## src/ssc_pkg.sv

```systemverilog
// shared constants and types for the stepper sequencer pair
package ssc_pkg;
	localparam int unsigned SSC_CLK_MHZ = 125;
	localparam int unsigned SSC_WAKE_US = 100;
	localparam int unsigned SSC_WAKE_CYC = SSC_WAKE_US * SSC_CLK_MHZ;
	localparam int unsigned SSC_HALF_STEP_CYC = 4;
	localparam int unsigned SSC_POS_W = 6;
	localparam logic [5:0] SSC_HOME_POS = 6'h00;
	localparam logic [2:0] SSC_MODE_MODE_PIN_DISABLE_STATE = 3'h7;
	localparam logic [2:0] SSC_MODE_FULL = 3'h0;
	localparam logic [2:0] SSC_MODE_HALF = 3'h1;
	localparam logic [2:0] SSC_MODE_QUARTER = 3'h2;
	localparam logic [2:0] SSC_MODE_EIGHTH = 3'h3;
	localparam logic [3:0] SSC_PHASE_HOME = 4'h5;
	localparam logic [5:0] SSC_STEP_FULL = 6'h10;
	localparam logic [5:0] SSC_STEP_HALF = 6'h08;
	localparam logic [5:0] SSC_STEP_QUARTER = 6'h04;
	localparam logic [5:0] SSC_STEP_EIGHTH = 6'h02;
	localparam logic [5:0] SSC_STEP_SIXTEENTH = 6'h01;
	localparam logic [1:0] SSC_PHASE_IDX_LSB = 2'h0;

	typedef enum logic [3:0] {
		SSC_H_IDLE = 4'b0001,
		SSC_H_WAKE = 4'b0010,
		SSC_H_HIGH = 4'b0100,
		SSC_H_LOW = 4'b1000
	} ssc_host_st_t;

	// step size per mode
	function automatic logic [5:0] ssc_step_size(input logic [2:0] mode);
		case (mode)
			SSC_MODE_FULL: ssc_step_size = SSC_STEP_FULL;
			SSC_MODE_HALF: ssc_step_size = SSC_STEP_HALF;
			SSC_MODE_QUARTER: ssc_step_size = SSC_STEP_QUARTER;
			SSC_MODE_EIGHTH: ssc_step_size = SSC_STEP_EIGHTH;
			default: ssc_step_size = SSC_STEP_SIXTEENTH;
		endcase
	endfunction

	// four phase outputs from sequence position (quadrant of 64)
	function automatic logic [3:0] ssc_phases(input logic [5:0] pos);
		case (pos[5:4])
			2'h0: ssc_phases = SSC_PHASE_HOME;
			2'h1: ssc_phases = 4'h6;
			2'h2: ssc_phases = 4'hA;
			default: ssc_phases = 4'h9;
		endcase
	endfunction
endpackage

```

## src/ssc_if.sv

```systemverilog
// pin-level link between host controller and stepper driver logic
`timescale 1ns/1ns
interface ssc_if;
	logic step_clk;
	logic seq_reset;
	logic rotation_direction;
	logic step_mode_select_0;
	logic step_mode_select_1;
	logic step_mode_select_2;
	logic chop_sync;
	logic ref_disable;
	logic sequence_monitor_out;
	logic home_flag_out;

	modport dev (
		input step_clk, seq_reset, rotation_direction, step_mode_select_0, step_mode_select_1,
		step_mode_select_2, chop_sync, ref_disable,
		output sequence_monitor_out, home_flag_out
	);
	modport host (
		output step_clk, seq_reset, rotation_direction, step_mode_select_0, step_mode_select_1,
		step_mode_select_2, chop_sync, ref_disable,
		input sequence_monitor_out, home_flag_out
	);
endinterface

```

## src/ssc_host.sv

```systemverilog
// host-side controller: wakes, waits, then issues requested steps
`timescale 1ns/1ns
module ssc_host
	import ssc_pkg::*;
#(
	parameter int unsigned WAKE_CYC = SSC_WAKE_CYC
) (
	input wire logic core_clk,
	input wire logic rst_b,
	ssc_if.host lnk,
	input wire logic step_req,
	input wire logic dir_req,
	input wire logic [2:0] mode_req,
	input wire logic sleep_req,
	input wire logic hold_sync_req,
	input wire logic home_req,
	output logic step_ready,
	output logic monitor_seen,
	output logic home_seen
);
	typedef struct packed {
		ssc_host_st_t st;
		logic [23:0] cnt;
		logic clk;
		logic rst;
		logic dir;
		logic [2:0] mode;
		logic sync;
		logic sleep;
		logic rdy;
		logic mon;
		logic home;
	} ssc_hst_st_t;

	ssc_hst_st_t s_q;
	ssc_hst_st_t s_d;
	logic asleep_prev;
	logic asleep_now;

	always_comb begin
		s_d = s_q;
		asleep_prev = s_q.sleep || (s_q.mode == SSC_MODE_MODE_PIN_DISABLE_STATE);
		asleep_now = sleep_req || (mode_req == SSC_MODE_MODE_PIN_DISABLE_STATE);
		s_d.rst = home_req;
		s_d.sleep = sleep_req;
		s_d.mon = lnk.sequence_monitor_out;
		s_d.home = lnk.home_flag_out;
		s_d.rdy = 1'b0;
		case (s_q.st)
			SSC_H_IDLE: begin
				s_d.sync = hold_sync_req;
				s_d.mode = mode_req;
				s_d.dir = dir_req;
				if (asleep_prev && !asleep_now) begin
					s_d.st = SSC_H_WAKE;
					s_d.cnt = 24'h0;
				end else if (step_req) begin
					s_d.sync = 1'b0;
					s_d.clk = 1'b1;
					s_d.cnt = 24'h0;
					s_d.st = SSC_H_HIGH;
				end else begin
					s_d.rdy = 1'b1;
				end
			end
			SSC_H_WAKE: begin
				s_d.mode = mode_req;
				if (asleep_now) begin
					s_d.st = SSC_H_IDLE;
				end else if (s_q.cnt >= WAKE_CYC[23:0] - 24'h1) begin
					s_d.st = SSC_H_IDLE;
				end else begin
					s_d.cnt = s_q.cnt + 24'h1;
				end
			end
			SSC_H_HIGH: begin
				if (s_q.cnt >= SSC_HALF_STEP_CYC[23:0] - 24'h1) begin
					s_d.clk = 1'b0;
					s_d.cnt = 24'h0;
					s_d.st = SSC_H_LOW;
				end else begin
					s_d.cnt = s_q.cnt + 24'h1;
				end
			end
			SSC_H_LOW: begin
				if (s_q.cnt >= SSC_HALF_STEP_CYC[23:0] - 24'h1) begin
					s_d.st = SSC_H_IDLE;
				end else begin
					s_d.cnt = s_q.cnt + 24'h1;
				end
			end
			default: s_d.st = SSC_H_IDLE;
		endcase
	end

	always_ff @(posedge core_clk or negedge rst_b) begin
		if (!rst_b) begin
			s_q <= '{st: SSC_H_IDLE, cnt: 24'h0, clk: 1'b0, rst: 1'b0, dir: 1'b0, mode: SSC_MODE_FULL,
				sync: 1'b0, sleep: 1'b0, rdy: 1'b0, mon: 1'b0, home: 1'b0};
		end else begin
			s_q <= s_d;
		end
	end

	// every pin always driven to a defined level
	assign lnk.step_clk = s_q.clk;
	assign lnk.seq_reset = s_q.rst;
	assign lnk.rotation_direction = s_q.dir;
	assign lnk.step_mode_select_0 = s_q.mode[0];
	assign lnk.step_mode_select_1 = s_q.mode[1];
	assign lnk.step_mode_select_2 = s_q.mode[2];
	assign lnk.chop_sync = s_q.sync;
	assign lnk.ref_disable = s_q.sleep;
	assign step_ready = s_q.rdy;
	assign monitor_seen = s_q.mon;
	assign home_seen = s_q.home;
endmodule

```

## src/flat_wrapper.sv

```systemverilog
// flat-port wrapper written by rule: the top's interface ports become plain ports
module ssc_host_flat import ssc_pkg::*;
#(
	parameter int unsigned WAKE_CYC = SSC_WAKE_CYC
)
  (core_clk, rst_b, step_req, dir_req, mode_req, sleep_req, hold_sync_req, home_req, step_ready, monitor_seen, home_seen, lnk_step_clk, lnk_seq_reset, lnk_rotation_direction, lnk_step_mode_select_0, lnk_step_mode_select_1, lnk_step_mode_select_2, lnk_chop_sync, lnk_ref_disable, lnk_sequence_monitor_out, lnk_home_flag_out);
  ssc_if lnk_i ();
  input wire logic core_clk;
  input wire logic rst_b;
  input wire logic step_req;
  input wire logic dir_req;
  input wire logic [2:0] mode_req;
  input wire logic sleep_req;
  input wire logic hold_sync_req;
  input wire logic home_req;
  output logic step_ready;
  output logic monitor_seen;
  output logic home_seen;
  output wire logic [$bits(lnk_i.step_clk)-1:0] lnk_step_clk;
  output wire logic [$bits(lnk_i.seq_reset)-1:0] lnk_seq_reset;
  output wire logic [$bits(lnk_i.rotation_direction)-1:0] lnk_rotation_direction;
  output wire logic [$bits(lnk_i.step_mode_select_0)-1:0] lnk_step_mode_select_0;
  output wire logic [$bits(lnk_i.step_mode_select_1)-1:0] lnk_step_mode_select_1;
  output wire logic [$bits(lnk_i.step_mode_select_2)-1:0] lnk_step_mode_select_2;
  output wire logic [$bits(lnk_i.chop_sync)-1:0] lnk_chop_sync;
  output wire logic [$bits(lnk_i.ref_disable)-1:0] lnk_ref_disable;
  input wire logic [$bits(lnk_i.sequence_monitor_out)-1:0] lnk_sequence_monitor_out;
  input wire logic [$bits(lnk_i.home_flag_out)-1:0] lnk_home_flag_out;
  assign lnk_step_clk = lnk_i.step_clk;
  assign lnk_seq_reset = lnk_i.seq_reset;
  assign lnk_rotation_direction = lnk_i.rotation_direction;
  assign lnk_step_mode_select_0 = lnk_i.step_mode_select_0;
  assign lnk_step_mode_select_1 = lnk_i.step_mode_select_1;
  assign lnk_step_mode_select_2 = lnk_i.step_mode_select_2;
  assign lnk_chop_sync = lnk_i.chop_sync;
  assign lnk_ref_disable = lnk_i.ref_disable;
  assign lnk_i.sequence_monitor_out = lnk_sequence_monitor_out;
  assign lnk_i.home_flag_out = lnk_home_flag_out;
  ssc_host #(.WAKE_CYC(WAKE_CYC)) u_core (.core_clk(core_clk), .rst_b(rst_b), .lnk(lnk_i), .step_req(step_req), .dir_req(dir_req), .mode_req(mode_req), .sleep_req(sleep_req), .hold_sync_req(hold_sync_req), .home_req(home_req), .step_ready(step_ready), .monitor_seen(monitor_seen), .home_seen(home_seen));
endmodule
```

## config.mk

```make
export PLATFORM = sky130hd
export DESIGN_NAME = ssc_host_flat
export DESIGN_NICKNAME = d
export VERILOG_FILES = /design/src/ssc_pkg.sv /design/src/ssc_if.sv /design/src/ssc_host.sv /design/src/flat_wrapper.sv
export SDC_FILE = /design/constraint.sdc
export NUM_CORES = 1
export LEC_CHECK = 0
export BUFFER_PORTS_ARGS = -buffer_cell sky130_fd_sc_hd__buf_2
export CORE_MARGIN = 5
export CORE_UTILIZATION = 50
export DETAILED_ROUTE_END_ITERATION = 12
export HOLD_SLACK_MARGIN = 0.08
export PLACE_DENSITY_LB_ADDON = 0.3
export SLEW_MARGIN = 20
export SYNTH_ARGS = -nofsm -noshare
export SYNTH_HDL_FRONTEND = slang
export SYNTH_SLANG_ARGS = --single-unit
export TNS_END_PERCENT = 20
```

## constraint.sdc

```tcl
create_clock -name core_clk -period 2.41 [get_ports core_clk]
set_input_delay 0.482 -clock core_clk [delete_from_list [all_inputs] [get_ports core_clk]]
set_output_delay 0.482 -clock core_clk [all_outputs]
set_load 0.05 [all_outputs]
```

==> run metrics <==
Fin Clk Skew=0.00350 ns; top-level port count=23; status=finished clean; post-route cell area=2360 um2; share of synthesized flip-flops with an asynchronous set or reset=100%; relative slew slack=42.1%; final cell count without fillers=285; Top FF cell, synth=dfrtp_1; type of origin of the critical path=flip-flop; nets=249; CTS clk-pin slew, worst paths=0.08 ns; critical path arrival=2.62 ns; Initial Util=52.2%; layout cells sized above 1=29.5%; post-synthesis cell type count=49; vias in the first global route=1,545; Leak=1.07 nW; DP HPWL=3.04 mm; mapped cell area=1940 um2; core area=3720 um2; Port Buf Inserts=22; syn_nets=208; maxcap violations=0; met2 Use GR=27.4%; CTS tree=yes; clock latency on the worst-skew pair=0.29 ns; synthesis-to-finish area growth=21.5%; Crit. End Element=flip-flop; fill count=305; # Post-CTS Setup Buffers=0; number of flops mapped to enable cells by yosys=0; gpl congestion=0.790; CP Max Fanout=5; diode count=0; row count=22; FF/Latch Area=977 um2; pin count of the biggest net entering global routing=40; maximum clock path buffer count=2; Final Max Slew Viols=0; Area after DPL=2210 um2; Die Wd=72.3 um; TritonRoute pass-1 iters=4; Num CTS Buffers=5; GR Overflow Total=0; vias per cell=5.82; # setup viols final=0; WS Path Type=flip-flop to flip-flop; M1 GR Usage=23.8%; peak supply drop=0.777 mV; Die Height=72.3 um; Root Driver=clkbuf_8; Power Density=1040 nW/um2; wire per inst=15.4 um; Final ANT Viol Nets=0; GR peak layer=met2; drt first-iter violations=100; GRT Overall Usage=17.4%; Hold-fix buffers, CTS=0; Avg Cell Area, Syn=9.95 um2; HP Class=input pin to flip-flop; wirelength, routed=4.40 mm; CTS sink count=39; f_max=0.417 GHz; Multi-input gate area=898 um2; Die ar.=5220 um2; Synth Register Bits=39; actual slew at the worst max-slew pin=0.868 ns; Vias=1,658; final hold vios=0; Final Cycle Share=99.4%; drc violations=0; first-pass GRT wire length=7.11 mm; Syn. warnings=0; min Tclk post-route=2.40 ns; part of the Yosys area used for sequential elements=50.4%; placed insts=277; CP required=2.64 ns; # H-tree levels=2; met3 usage=3.74%; Hold Slack=0.289 ns; initial antenna violation count=0; Mapped Cells=195
[routing by layer]
layer	share of wire, %	routed length [um]	up-vias
met5	0	0	-
met2	50	2190	28
met3	3.5	155	10
met4	2.0	86	0
met1	45	1970	819
li1	-	-	801
[repair_timing]
| action | 4_1_cts | 5_1_grt |
|---|---|---|
| gates cloned | 0 | 0 |
| pin swaps | 0 | 6 |
| gates resized for setup | 1 | 6 |
| endpoints found under the hold margin | 0 | 0 |
| endpoints found under the setup margin | 3 | 11 |
[cell usage in the layout, fill, tap and decap left out, types with 5 or more instances in the layout]
cell and instances:
inv_1 7, nor3_1 9, nand3_1 10, buf_4 22
and2_1 6, buf_2 22, clkbuf_8 5, nor2_1 6
a21oi_1 7, or4_1 5, dfrtp_1 38, o21a_1 7
o21ai_0 7, nand2_1 24
[final timing paths]
kind / from / end / slack [ns] / cells past startpoint
max: u_core.s_q[28] / u_core.s_q[16] / 0.01 / 6
min: lnk_home_flag_out / u_core.home_seen / 0.29 / 1
max reg2reg: u_core.s_q[28] / u_core.s_q[16] / 0.01 / 6
min reg2reg: u_core.lnk.chop_sync / u_core.lnk.chop_sync / 0.47 / 2
max in group asynchronous: rst_b / u_core.s_q[28] / 1.58 / 1
min in group asynchronous: rst_b / u_core.lnk.step_clk / 0.30 / 1
[power breakdown]
group / internal, W / leakage [nW] / switching [W] / total [W]
registers: 0.000747 / 0.515 / 0.0000510 / 0.000798
logic: 0.000412 / 0.500 / 0.000690 / 0.00110
clock network: 0.000314 / 0.0587 / 0.000244 / 0.000558
[worst max-delay path: stages (launching register included)]
cell and delay (ns):
dfrtp_1 0.41, or4_4 0.57, o31ai_2 0.38, and3_4 0.26
inv_2 0.05, or4_1 0.50, a21oi_2 0.16
[flip-flops by register name, indices dropped and copies added, names as in the netlist]
| register | cells |
|---|---|
| u_core.lnk.step_clk | 1 |
| u_core.step_ready | 1 |
| u_core.lnk.chop_sync | 1 |
| u_core.lnk.ref_disable | 1 |
| u_core.monitor_seen | 1 |
| u_core.lnk.step_mode_select_1 | 1 |
| u_core.lnk.rotation_direction | 1 |
| u_core.lnk.step_mode_select_0 | 1 |
| u_core.home_seen | 1 |
| u_core.s_q | 28 |
| u_core.lnk.step_mode_select_2 | 1 |
| u_core.lnk.seq_reset | 1 |
[metrics by stage]
step                 TNS, ns  worst slack, ns  total power, W  utilization [%]
CTS                        0           0.0105         0.00244             62.7
detailed placement  -0.00558         -0.00558         0.00188             59.5
global placement           0           0.0569         0.00187             59.5
global route          -0.104          -0.0339         0.00259             63.4
finish                     0           0.0140         0.00246             63.4
floorplan                  0           0.0268         0.00160                -
[kinds of logic after synthesis]
family                     after synthesis  share of synthesized area (%)
and+or+nand+nor                         92                           27.0
AOI/OAI and AO/OA                       40                           14.5
buffers and inverters                   18                           4.84
muxes                                    3                           1.74
xor gates and xnor gates                 2                          0.903
adders and majority gates                1                          0.645
DFF                                     39                           50.4
[area by class of cell]
cell class | instances | share of cell area [%]
Timing Repair Buffer | 44 | 11.7
Sequential cell | 39 | 41.5
Clock inverter | 3 | 2.02
Tap cell | 48 | 2.55
Inverter | 8 | 1.27
Clock buffer | 5 | 2.92
Multi-Input combinational cell | 138 | 38.1
[Yosys cell counts, drive strengths merged (2+ instances only)]
library cell | number | area [um2]
nor4 | 6 | 43.8
and4 | 2 | 17.5
nand3 | 10 | 50.1
or3 | 3 | 18.8
a31oi | 2 | 12.5
o21a | 7 | 52.6
o21ai | 7 | 35.0
or4 | 7 | 56.3
dfrtp | 38 | 951
o211ai | 2 | 15.0
nand2 | 24 | 90.1
mux2 | 3 | 33.8
and3 | 5 | 31.3
nand4 | 2 | 12.5
nor3 | 10 | 55.1
a211oi | 2 | 27.5
nor2 | 7 | 26.3
and2 | 7 | 46.3
a21oi | 9 | 45.0
inv | 8 | 30.0
nor4b | 3 | 26.3
buf | 7 | 52.5
clkbuf | 3 | 11.3
o31ai | 4 | 30.0
No activity file was read; power rests on OpenSTA's default activity.
